File: src/pkg/mbps_pkg.sv
/*
 Constants, types and the strap decoder of the module boot and power
 sequencer. Assumes a 125 MHz always-on clock and carrier pins that
 are active low, idle high when floating.
*/
package mbps_pkg;
	localparam int unsigned CLK_HZ = 125_000_000;
	localparam int unsigned CLK_PERIOD_NS = 8;
	localparam int unsigned CNT_W = 32;

	// Power-off hold time and its cycle count
	localparam int unsigned POWER_OFF_HOLD_S = 5;
	localparam int unsigned POWER_OFF_HOLD_CYCLES =
		POWER_OFF_HOLD_S * CLK_HZ;

	// Settle time for each supply stage
	localparam int unsigned SETTLE_TIME_US = 1000;
	localparam int unsigned SETTLE_CYCLES =
		SETTLE_TIME_US * (CLK_HZ / 1_000_000);

	// Glitch filter: input must stand this long to count
	localparam int unsigned FILTER_TIME_NS = 128;
	localparam int unsigned FILTER_CYCLES =
		(FILTER_TIME_NS + CLK_PERIOD_NS - 1) / CLK_PERIOD_NS;

	// Bit positions of the carrier inputs in the filtered vector
	localparam int unsigned IN_SUPPLY_NG = 0;
	localparam int unsigned IN_RESET_REQ = 1;
	localparam int unsigned IN_BUTTON = 2;
	localparam int unsigned IN_RECOVERY = 3;
	localparam int unsigned IN_STRAP_LSB = 4;
	localparam int unsigned NUM_IN = 7;
	// Supply reads bad at reset, every other input idle high
	localparam logic [NUM_IN-1:0] IN_RESET_VAL = 7'h7E;

	// Strap pin patterns, bit i is strap i, float reads 1
	localparam logic [2:0] STRAP_FUSE_FLASH = 3'h7;
	localparam logic [2:0] STRAP_SPI_FLASH = 3'h1;
	localparam logic [2:0] STRAP_SD = 3'h4;
	localparam logic [2:0] STRAP_EMMC = 3'h5;
	localparam logic [2:0] STRAP_SERIAL_DL = 3'h6;

	localparam int unsigned FUSE_W = 2;

	typedef enum logic [2:0] {
		BOOT_FUSE_FLASH,
		BOOT_SPI_FLASH,
		BOOT_SD,
		BOOT_EMMC,
		BOOT_SERIAL_DL
	} mbps_boot_src_t;

	typedef enum logic [2:0] {
		ST_NO_SUPPLY,
		ST_INT_POWER,
		ST_CARRIER_POWER,
		ST_BOOT_HOLD,
		ST_RUN,
		ST_POWERED_OFF
	} mbps_state_t;

	// Unlisted patterns fall back to the fuse-selected flash
	function automatic mbps_boot_src_t mbps_decode_strap(
		input logic [2:0] strap,
		input logic recovery_b
	);
		mbps_boot_src_t src;
		src = BOOT_FUSE_FLASH;
		if (!recovery_b) begin
			src = BOOT_SERIAL_DL;
		end else if (strap == STRAP_SPI_FLASH) begin
			src = BOOT_SPI_FLASH;
		end else if (strap == STRAP_SD) begin
			src = BOOT_SD;
		end else if (strap == STRAP_EMMC) begin
			src = BOOT_EMMC;
		end else if (strap == STRAP_SERIAL_DL) begin
			src = BOOT_SERIAL_DL;
		end
		return src;
	endfunction
endpackage

File: src/pkg/mbps_sync_if.sv
/*
 Carrier of the filtered carrier inputs from the input filter to the
 sequencer. Assumes both ends run on the same always-on clock.
*/
`timescale 1ns/1ps
`default_nettype none
interface mbps_sync_if #(
	parameter int unsigned N = 7
);
	logic [N-1:0] level;

	modport filt (output level);
	modport seq (input level);
endinterface
`default_nettype wire

File: src/rtl/mbps_in_filter.sv
/*
 Two-flop synchroniser and stability filter for each carrier input.
 Assumes raw inputs may change at any time relative to mclk_i.
*/
`timescale 1ns/1ps
`default_nettype none
module mbps_in_filter
	import mbps_pkg::*;
#(
	parameter int unsigned N = NUM_IN,
	parameter int unsigned STABLE = FILTER_CYCLES,
	parameter logic [N-1:0] RST_VAL = IN_RESET_VAL
) (
	input wire logic mclk_i,
	input wire logic rst_b_i,
	input wire logic [N-1:0] raw_i,
	mbps_sync_if.filt out
);
	localparam logic [7:0] LAST = 8'(STABLE - 1);

	genvar g;
	generate
		for (g = 0; g < N; g++) begin : g_bit
			logic meta_reg;
			logic sync_reg;
			logic filt_reg;
			logic filt_next;
			logic [7:0] cnt_reg;
			logic [7:0] cnt_next;

			// A change must stand STABLE cycles before it is passed on
			always_comb begin
				filt_next = filt_reg;
				cnt_next = 8'h00;
				if (sync_reg != filt_reg) begin
					if (cnt_reg == LAST) begin
						filt_next = sync_reg;
					end else begin
						cnt_next = cnt_reg + 8'h01;
					end
				end
			end

			always_ff @(posedge mclk_i or negedge rst_b_i) begin
				if (!rst_b_i) begin
					meta_reg <= RST_VAL[g];
					sync_reg <= RST_VAL[g];
					filt_reg <= RST_VAL[g];
					cnt_reg <= 8'h00;
				end else begin
					meta_reg <= raw_i[g];
					sync_reg <= meta_reg;
					filt_reg <= filt_next;
					cnt_reg <= cnt_next;
				end
			end

			assign out.level[g] = filt_reg;
		end
	endgenerate
endmodule
`default_nettype wire

File: src/rtl/mbps_seq_top.sv
/*
 Module boot and power sequencer: brings up internal and carrier
 power, holds boot until the carrier is ready, latches the boot
 source and handles the power button. Assumes an always-on clock
 and that the carrier drives its inputs at board level.
*/
`timescale 1ns/1ps
`default_nettype none
module mbps_seq_top
	import mbps_pkg::*;
#(
	parameter int unsigned SETTLE_CNT = SETTLE_CYCLES,
	parameter int unsigned HOLD_OFF_CNT = POWER_OFF_HOLD_CYCLES,
	parameter int unsigned FW = FUSE_W
) (
	input wire logic mclk_i,
	input wire logic rst_b_i,
	input wire logic input_supply_not_good_b_i,
	input wire logic external_reset_request_b_i,
	input wire logic wake_button_input_b_i,
	input wire logic recovery_override_b_i,
	input wire logic [2:0] boot_strap_b_i,
	input wire logic [FW-1:0] fuse_flash_if_sel_i,
	output logic internal_power_enable_o,
	output logic downstream_supply_enable_o,
	output logic downstream_suspend_indication_b_o,
	output logic boot_hold_output_b_o,
	output var mbps_boot_src_t boot_source_o,
	output logic [FW-1:0] flash_if_sel_o,
	output logic usb_download_enable_o,
	output logic powered_off_o
);
	localparam logic [CNT_W-1:0] SETTLE_LAST = CNT_W'(SETTLE_CNT - 1);
	localparam logic [CNT_W-1:0] HOLD_LAST = CNT_W'(HOLD_OFF_CNT - 1);

	mbps_sync_if #(.N(NUM_IN)) sync_bus ();

	// All carrier pins but fuse_flash_if_sel_i pass the filter before any logic sees them
	mbps_in_filter #(
		.N(NUM_IN),
		.STABLE(FILTER_CYCLES),
		.RST_VAL(IN_RESET_VAL)
	) u_filter (
		.mclk_i(mclk_i),
		.rst_b_i(rst_b_i),
		.raw_i({boot_strap_b_i, recovery_override_b_i,
			wake_button_input_b_i, external_reset_request_b_i,
			input_supply_not_good_b_i}),
		.out(sync_bus.filt)
	);

	logic supply_good;
	logic reset_req;
	logic btn_pressed;
	logic recovery_b;
	logic [2:0] strap;

	// supply not good read as active low
	assign supply_good = sync_bus.level[IN_SUPPLY_NG];
	assign reset_req = !sync_bus.level[IN_RESET_REQ];
	assign btn_pressed = !sync_bus.level[IN_BUTTON];
	assign recovery_b = sync_bus.level[IN_RECOVERY];
	assign strap = sync_bus.level[IN_STRAP_LSB +: 3];

	mbps_state_t state_reg;
	mbps_state_t state_next;
	logic [CNT_W-1:0] cnt_reg;
	logic [CNT_W-1:0] cnt_next;
	logic [CNT_W-1:0] hold_cnt_reg;
	logic [CNT_W-1:0] hold_cnt_next;
	logic btn_prev_reg;
	logic btn_prev_next;
	logic off_latched_reg;
	logic off_latched_next;
	logic hold_expired;
	logic btn_edge;
	logic powered;

	assign powered = (state_reg == ST_INT_POWER) ||
		(state_reg == ST_CARRIER_POWER) ||
		(state_reg == ST_BOOT_HOLD) || (state_reg == ST_RUN);
	assign btn_edge = btn_pressed && !btn_prev_reg;
	// five seconds of steady press counted
	assign hold_expired = btn_pressed && (hold_cnt_reg == HOLD_LAST);

	// Button hold counter runs only while pressed and powered
	always_comb begin
		btn_prev_next = btn_pressed;
		hold_cnt_next = {CNT_W{1'b0}};
		if (btn_pressed && powered && !hold_expired) begin
			hold_cnt_next = hold_cnt_reg + CNT_W'(1);
		end
	end

	always_ff @(posedge mclk_i or negedge rst_b_i) begin
		if (!rst_b_i) begin
			btn_prev_reg <= 1'b0;
			hold_cnt_reg <= {CNT_W{1'b0}};
		end else begin
			btn_prev_reg <= btn_prev_next;
			hold_cnt_reg <= hold_cnt_next;
		end
	end

	// Sequencer next state; supply loss overrides every state
	always_comb begin
		state_next = state_reg;
		cnt_next = cnt_reg;
		off_latched_next = off_latched_reg;
		if (!supply_good) begin
			state_next = ST_NO_SUPPLY;
			cnt_next = {CNT_W{1'b0}};
		end else if (powered && hold_expired) begin
			state_next = ST_POWERED_OFF;
			off_latched_next = 1'b1;
			cnt_next = {CNT_W{1'b0}};
		end else begin
			case (state_reg)
				ST_NO_SUPPLY: begin
					if (off_latched_reg) begin
						state_next = ST_POWERED_OFF;
					end else begin
						state_next = ST_INT_POWER;
					end
					cnt_next = {CNT_W{1'b0}};
				end
				ST_INT_POWER: begin
					if (cnt_reg == SETTLE_LAST) begin
						state_next = ST_CARRIER_POWER;
						cnt_next = {CNT_W{1'b0}};
					end else begin
						cnt_next = cnt_reg + CNT_W'(1);
					end
				end
				ST_CARRIER_POWER: begin
					if (cnt_reg == SETTLE_LAST) begin
						state_next = ST_BOOT_HOLD;
						cnt_next = {CNT_W{1'b0}};
					end else begin
						cnt_next = cnt_reg + CNT_W'(1);
					end
				end
				ST_BOOT_HOLD: begin
					if (!reset_req) begin
						state_next = ST_RUN;
					end
				end
				ST_RUN: begin
					if (reset_req) begin
						state_next = ST_BOOT_HOLD;
					end
				end
				ST_POWERED_OFF: begin
					if (btn_edge) begin
						state_next = ST_INT_POWER;
						off_latched_next = 1'b0;
						cnt_next = {CNT_W{1'b0}};
					end
				end
				default: begin
					state_next = ST_NO_SUPPLY;
				end
			endcase
		end
	end

	always_ff @(posedge mclk_i or negedge rst_b_i) begin
		if (!rst_b_i) begin
			state_reg <= ST_NO_SUPPLY;
			cnt_reg <= {CNT_W{1'b0}};
			off_latched_reg <= 1'b0;
		end else begin
			state_reg <= state_next;
			cnt_reg <= cnt_next;
			off_latched_reg <= off_latched_next;
		end
	end

	logic int_pwr_reg;
	logic int_pwr_next;
	logic sup_en_reg;
	logic sup_en_next;
	logic susp_b_reg;
	logic susp_b_next;
	logic hold_b_reg;
	logic hold_b_next;
	logic off_reg;
	logic off_next;

	// Outputs decoded from the next state so they leave flip-flops
	// in step with the state register
	always_comb begin
		int_pwr_next = 1'b0;
		sup_en_next = 1'b0;
		susp_b_next = 1'b0;
		hold_b_next = 1'b0;
		off_next = 1'b0;
		case (state_next)
			ST_INT_POWER: begin
				int_pwr_next = 1'b1;
			end
			ST_CARRIER_POWER, ST_BOOT_HOLD: begin
				// carrier power up, out of suspend
				int_pwr_next = 1'b1;
				sup_en_next = 1'b1;
				susp_b_next = 1'b1;
			end
			ST_RUN: begin
				int_pwr_next = 1'b1;
				sup_en_next = 1'b1;
				susp_b_next = 1'b1;
				hold_b_next = 1'b1;
			end
			ST_POWERED_OFF: begin
				off_next = 1'b1;
			end
			default: begin
				off_next = 1'b0;
			end
		endcase
	end

	always_ff @(posedge mclk_i or negedge rst_b_i) begin
		if (!rst_b_i) begin
			int_pwr_reg <= 1'b0;
			sup_en_reg <= 1'b0;
			susp_b_reg <= 1'b0;
			hold_b_reg <= 1'b0;
			off_reg <= 1'b0;
		end else begin
			int_pwr_reg <= int_pwr_next;
			sup_en_reg <= sup_en_next;
			susp_b_reg <= susp_b_next;
			hold_b_reg <= hold_b_next;
			off_reg <= off_next;
		end
	end

	mbps_boot_src_t src_reg;
	mbps_boot_src_t src_next;
	logic [FW-1:0] fuse_reg;
	logic [FW-1:0] fuse_next;
	logic usb_dl_reg;
	logic usb_dl_next;
	logic capture;

	// Straps change only when boot hold is lifted, so a strap moved
	// during run has no effect until the next release
	assign capture = (state_reg == ST_BOOT_HOLD) &&
		(state_next == ST_RUN);

	always_comb begin
		src_next = src_reg;
		fuse_next = fuse_reg;
		usb_dl_next = usb_dl_reg;
		if (capture) begin
			src_next = mbps_decode_strap(strap, recovery_b);
			fuse_next = fuse_flash_if_sel_i;
			// serial download uses primary USB port
			usb_dl_next = (mbps_decode_strap(strap, recovery_b) ==
				BOOT_SERIAL_DL);
		end else if (state_next != ST_RUN) begin
			usb_dl_next = 1'b0;
		end
	end

	always_ff @(posedge mclk_i or negedge rst_b_i) begin
		if (!rst_b_i) begin
			src_reg <= BOOT_FUSE_FLASH;
			fuse_reg <= {FW{1'b0}};
			usb_dl_reg <= 1'b0;
		end else begin
			src_reg <= src_next;
			fuse_reg <= fuse_next;
			usb_dl_reg <= usb_dl_next;
		end
	end

	assign internal_power_enable_o = int_pwr_reg;
	assign downstream_supply_enable_o = sup_en_reg;
	assign downstream_suspend_indication_b_o = susp_b_reg;
	assign boot_hold_output_b_o = hold_b_reg;
	assign boot_source_o = src_reg;
	assign flash_if_sel_o = fuse_reg;
	assign usb_download_enable_o = usb_dl_reg;
	assign powered_off_o = off_reg;
endmodule
`default_nettype wire

File: config.mk
export PLATFORM = sky130hd
export DESIGN_NAME = mbps_seq_top
export DESIGN_NICKNAME = d
export VERILOG_FILES = /design/src/pkg/mbps_pkg.sv /design/src/pkg/mbps_sync_if.sv /design/src/rtl/mbps_in_filter.sv /design/src/rtl/mbps_seq_top.sv
export SDC_FILE = /design/constraint.sdc
export NUM_CORES = 1
export LEC_CHECK = 0
export ABC_AREA = 1
export BUFFER_PORTS_ARGS = -buffer_cell sky130_fd_sc_hd__buf_4
export CAP_MARGIN = 10
export CORE_ASPECT_RATIO = 0.7
export CORE_MARGIN = 2
export CORE_UTILIZATION = 55
export DETAILED_ROUTE_END_ITERATION = 16
export MAX_ROUTING_LAYER = met4
export PLACE_DENSITY = 0.73
export SETUP_SLACK_MARGIN = 0.4
export SLEW_MARGIN = 20
export SYNTH_ARGS = -nofsm -noshare
export SYNTH_HDL_FRONTEND = slang
export SYNTH_SLANG_ARGS = --single-unit
File: constraint.sdc
create_clock -name mclk_i -period 3.1 [get_ports mclk_i]
set_clock_uncertainty 0.2 [all_clocks]
set_input_delay 0.62 -clock mclk_i [delete_from_list [all_inputs] [get_ports mclk_i]]
set_output_delay 0.62 -clock mclk_i [all_outputs]
set_load 0.005 [all_outputs]
==> flow_metrics.py, run 1 <==
metrics = {
    "setup_path": {
        "crit_slowest_cell": "dfrtp_1",
        "path_class": "flop to flop",
        "startpoint_type": "flop",
        "worst-path-stages": 10,
        "cp.buffers_inverters": 2,
        "ff2ff_path_depth": 10,
        "r2r_slack_ps": 770,
        "end_kind": "flop",
        "critPathLaunch": "state_reg[2]",
        "crit_end": "cnt_reg[13]",
        "r2r_start": "state_reg[2]",
        "cp_top_family": "simple AND/OR/NAND/NOR gates",
        "crit_required_ps": 3250,
        "critPathArrivalTime_ps": 2480,
        "max_stage_delay_ps": 420,
        "path_cells": "inv_2 > nand3_2 > nand2_2 > inv_2 > nand3_1 > a21oi_2 > nand2_4 > nand2_2 > nand2_1 > a21oi_1",
        "r2r_end": "cnt_reg[13]",
        "cp_max_fo": 36,
    },
    "cts": {
        "clk_path_buf_depth": 2,
        "cts-root-buf": "clkbuf_16",
        "post_cts_buffers": 0,
        "cts_made_buffers": 17,
        "cts_resized": 0,
        "clock_latency_ps": 430,
        "clk_pin_slew_ps": 80,
        "clkSinkCount": 156,
        "hold_buffers": 1,
        "cts_tree": "built",
        "htree_levels": 4,
    },
    "global_route": {
        "grt_usage_pct": 24.79,
        "grt_pass1_wl_um": 31860,
        "antenna_found_initial": 0,
        "grt_pass1_vias": 6546,
        "grt_max_degree": 56,
        "gr-total-overflow": 0,
    },
    "synthesis": {
        "synth_ff_type": "dfrtp_1",
        "synthCells": 1079,
        "ys_types": 43,
        "ys_seq_elements": 156,
        "avgSynthCellArea_um2": 7.845,
        "synth_edf_count": 0,
        "synth_nets": 1099,
        "ys_seq_area_share_pct": 46.39,
        "ys_async_sr_fraction_pct": 100.0,
        "yosysWarnings": 0,
        "syn-cell-area_um2": 8464,
    },
    "final_layout": {
        "nets": 1127,
        "area_growth_pct": 11.18,
        "largest_reg_flops": 56,
        "layout-drive-gt1-share_pct": 12.50,
        "antennaDiodeCount": 0,
    },
    "sta": {
        "hold_violations": 0,
        "fin_crit_sh_pct": 75.09,
        "grt_setup_unrepaired": "no",
        "layout_min_cycle_time_ps": 2328,
        "finalSetupViolCount": 0,
        "hold_slack_ps": 88.13,
        "timing.final.max_slew_violations": 0,
        "worst_slew_pin_slew_ps": 556.5,
        "setup_tns_ps": 0,
        "fmax_ghz": 0.4296,
        "max_slew_margin_pct": 62.63,
    },
    "floorplanning": {
        "coreArea_um2": 14860,
        "rows": 37,
        "die_w_um": 152.3,
        "start_util_pct": 56.96,
        "io_pins": 22,
        "die_area_um2": 16410,
        "fp.dieH_um": 107.8,
    },
    "detailed_routing": {
        "via_per_inst": 5.364,
        "dr_total_vias": 7054,
        "wire_per_inst_um": 14.23,
        "drt_iter0_markers": 631,
        "wl_um": 18710,
        "drc": 0,
        "drt_pre_antenna_iters": 5,
        "ant_nets": 0,
    },
    "outcome": {
        "status": "completed",
    },
    "pwr": {
        "power.leakage_nw": 3.934,
        "cellPowerDensity_nw_per_um2": 454.8,
        "ir_drop_mv": 0.4122,
    },
    "min_path": {
        "min_path_type": "primary input to flop",
    },
    "place": {
        "numPortBuffers": 21,
        "place.gp.congestion": 0.9465,
        "hpwl_um": 13660,
    },
    "flow_run": {
        "cap_violations": 0,
    },
}
-- how the worst min path moves through the flow --
stage | from | end | slack [ps] | cells after the start
2_1_floorplan | rst_b_i | boot_hold_output_b_o | 120 | 0
3_3_place_gp | u_filter.g_bit[0].meta_reg | u_filter.g_bit[0].sync_reg | 130 | 0
3_5_place_dp | u_filter.g_bit[0].meta_reg | u_filter.g_bit[0].sync_reg | 140 | 0
4_1_cts | boot_strap_b_i[0] | u_filter.g_bit[4].meta_reg | 80 | 1
5_1_grt | boot_strap_b_i[1] | u_filter.g_bit[5].meta_reg | 70 | 1
6_report | boot_strap_b_i[0] | u_filter.g_bit[4].meta_reg | 90 | 1
-- report_power, final --
group          leakage (nW)  internal (mW)  switching, mW
registers              2.08           2.07         0.0194
logic                  1.56         0.0374         0.0728
clock network         0.292           1.08          0.994
-- area by class of cell --
cell class	count	area, um2
Multi-Input combinational cell	759	3875
Clock buffer	17	425.4
Sequential cell	156	3926
Timing Repair Buffer	27	221.5
Clock inverter	15	167.7
Inverter	146	550.5
Fill cell	1273	5450
Tap cell	195	244.0
-- through the flow --
stage               worst slack, ps  area [um2]  power (mW)  std cells  util [%]
floorplan                      1228        8464       2.171       1079         -
global placement              867.8        8807       2.238       1282     59.27
detailed placement            804.8        8807       2.243       1282     59.27
CTS                           795.7        9410       4.308       1315     63.32
global route                  586.0        9410       4.444       1315     63.32
finish                        772.4        9410       4.280       1315     63.32
-- synthesized netlist by cell type (2+ instances only) --
master    instances  share of area [%]
xnor2_1          17                1.8
o21ai_0          15               0.89
xor2_1           35                3.6
nand4_4           2               0.50
dfstp_2          18                5.6
nor4_1            7               0.52
nand4_1          31                2.3
nor3_2            5               0.59
nor3_1           58                3.4
nor2_4            4               0.53
nand2_4           3               0.40
nor2_2            5               0.37
nand3_1          67                4.0
inv_1           130                5.8
o31ai_1           2               0.18
nand2_2          10               0.74
buf_1             3               0.13
o21ai_1          18                1.1
nand2_1         204                9.0
inv_2            15               0.67
ha_1              9                1.3
nor3b_1           9               0.80
a21oi_1          28                1.7
nand3_2           5               0.59
buf_2             9               0.53
or2_2             9               0.67
and3_1            8               0.59
nor2_1          194                8.6
buf_6             4               0.53
nand3b_1          3               0.27
o22ai_1           3               0.22
dfrtp_1         138                 41
-- metal layers --
metal	vias up	share of wire (%)	GRT usage (%)
li1	3525	-	-
met1	3262	51	37.04
met2	245	41	34.59
met3	22	6.9	3.824
met4	0	1.3	8.144
met5	-	0	-
-- logic make-up after synthesis --
group	count (synthesis)	share of synthesized area, %
and+or+nand+nor	628	34.55
xor gates and xnor gates	52	5.381
AOI/OAI and AO/OA	70	4.523
buffers and inverters	164	7.834
adders and majority gates	9	1.330
DFF	156	46.39
-- cells in the final DEF, fill, tap and decap left out, drive strengths merged, types with 18 or more instances in the layout --
cell type  count
nand3         72
buf           26
nand2        217
nor2         204
xor2          35
inv          154
nor3          64
o21ai         33
nand4         34
dfstp         18
a21oi         29
dfrtp        138
No activity file was read; power rests on OpenSTA's default activity.
==> run 2: changes to the inputs <==
Clock period 3.1 ns to 2.3 ns, I/O delays scaled along.
==> run 2 against run 1 <==
Clock-buffer cell count unchanged; cell count up 5.6%; worst setup slack worse by 480 ps; critical path depth unchanged; global-route usage up 2.2 points; critical path type unchanged; largest power group is now the clock network; hold slack worse by 23 ps; clock power up 40%; sequential power up 35%; via count up 8.4%; total power up 38%; first-iteration DRC count up 32%.
==> flow_metrics.py, run 2 (synthesized netlist as in run 1, its figures left out) <==
metrics = {
    "sta": {
        "timing.final.max_slew_violations": 0,
        "worst_slew_pin_slew_ps": 579.3,
        "grt_setup_unrepaired": "yes",
        "finalSetupViolCount": 0,
        "layout_min_cycle_time_ps": 2007,
        "fmax_ghz": 0.4982,
        "worst_slack_ps": 292.6,
        "max_slew_margin_pct": 61.10,
        "hold_violations": 0,
        "fin_crit_sh_pct": 87.28,
        "setup_tns_ps": 0,
    },
    "detailed_routing": {
        "wl_um": 21450,
        "drt_iter0_markers": 832,
        "wire_per_inst_um": 15.45,
        "ant_nets": 0,
        "dr_total_vias": 7645,
        "drt_pre_antenna_iters": 7,
        "drc": 0,
        "via_per_inst": 5.508,
    },
    "cts": {
        "clk_pin_slew_ps": 70,
        "clk_path_buf_depth": 2,
        "cts_tree": "built",
        "clock_latency_ps": 440,
        "clkSinkCount": 156,
        "cts-root-buf": "clkbuf_16",
        "htree_levels": 4,
        "cts_made_buffers": 17,
    },
    "final_layout": {
        "finalNonFillerCells": 1388,
        "final_common_cell": "nand2_1",
        "final_util_pct": 71.11,
        "layout-drive-gt1-share_pct": 24.73,
        "largest_reg_flops": 56,
        "area_growth_pct": 24.85,
        "nets": 1200,
        "layout_common_cells": "nand2_1 (193), nor2_1 (177), dfrtp_1 (128)",
        "antennaDiodeCount": 0,
    },
    "global_route": {
        "grt_pass1_vias": 6946,
        "antenna_found_initial": 0,
        "grt_pass1_wl_um": 34300,
        "gr-total-overflow": 0,
        "grt_usage_pct": 27.00,
        "grt_max_degree": 44,
    },
    "place": {
        "pre_cts_slack_ps": 57.50,
        "dp.cells": 1285,
        "numPortBuffers": 21,
        "place.gp.congestion": 0.9386,
        "hpwl_um": 13270,
    },
    "pwr": {
        "cellPowerDensity_nw_per_um2": 558.3,
        "p_sw_share_pct": 24.93,
        "p_clk_share_pct": 49.4,
        "combPwrFrac_pct": 2.8,
        "power.leakage_nw": 4.412,
        "ir_drop_mv": 0.4176,
        "seqPwrFrac_pct": 47.8,
        "p_int_mw": 4.429,
        "p_sw_mw": 1.471,
        "fin_total_pwr_mw": 5.900,
    },
    "setup_path": {
        "startpoint_type": "flop",
        "end_kind": "flop",
        "path_class": "flop to flop",
        "cp_max_fo": 6,
        "critPathArrivalTime_ps": 2160,
        "crit_required_ps": 2460,
    },
    "floorplanning": {
        "die_area_um2": 16410,
        "die_w_um": 152.3,
        "rows": 37,
        "coreArea_um2": 14860,
        "start_util_pct": 56.96,
        "fp.dieH_um": 107.8,
        "io_pins": 22,
    },
    "flow_run": {
        "cap_violations": 0,
    },
    "min_path": {
        "min_path_type": "primary input to flop",
    },
    "outcome": {
        "status": "completed",
    },
}
==> run 2: through the flow <==
step,area (um2),hold WS [ps]
after CTS,10110,65.38
after floorplan,8464,-35.59
after global routing,10570,63.21
after global placement,8867,143.6
after detailed placement,8867,140.2
final,10570,65.60
==> run 2: routing by layer <==
layer,wire (um),track usage (%),up-vias
met4,340,6.809,0
li1,-,-,3668
met3,1655,5.717,48
met5,0,-,-
met2,9517,39.41,333
met1,9937,38.74,3596
==> run 2: path summary, 6_finish.rpt <==
check / cells past startpoint / slack, ps / start / to
min in group asynchronous: 2 / 310 / rst_b_i / u_filter.g_bit[4].cnt_reg[0]
setup reg to reg: 10 / 290 / hold_cnt_reg[0] / cnt_reg[13]
hold / removal: 3 / 70 / fuse_flash_if_sel_i[1] / flash_if_sel_o[1]
max in group asynchronous: 3 / 990 / rst_b_i / cnt_reg[27]
setup / recovery: 10 / 290 / hold_cnt_reg[0] / cnt_reg[13]
hold reg to reg: 0 / 150 / u_filter.g_bit[0].meta_reg / u_filter.g_bit[0].sync_reg
==> run 2: area by class of cell <==
class                   count  area [um2]
multi-input cells         762        4338
fillers                  1090        4293
flip-flops and latches    156        3939
repair buffers             96       849.6
inverters                 146       563.0
clock buffers              17       425.4
well taps                 195       244.0
clock inverters            15       200.2
repair inverters            1       8.758
==> run 2: critical path, stage by stage, from the launching register on <==
cell,delay (ps)
dfrtp_1,370
ha_2,200
nand2_2,80
nor2_4,170
nand2_4,100
nor2_8,130
nand3_4,180
nand2_8,180
buf_6,110
nand3_2,60
a21oi_2,150
==> run 2: timing repair <==
item                                    4_1_cts  5_1_grt
endpoints found under the hold margin        42        0
gates cloned                                  3        1
pin swaps                                    29       28
setup buffers                                43       16
endpoints found under the setup margin       75       78
hold buffers                                  8        0
resized for setup                            47       81
==> run 2: power by group through the flow <==
stage	Sequential [mW]	Combinational, mW	Clock [mW]
after floorplan	2.87	0.0615	0
after global routing	2.83	0.192	3.08
after CTS	2.82	0.170	2.95
after global placement	2.87	0.153	0
final	2.82	0.165	2.91
after detailed placement	2.87	0.156	0
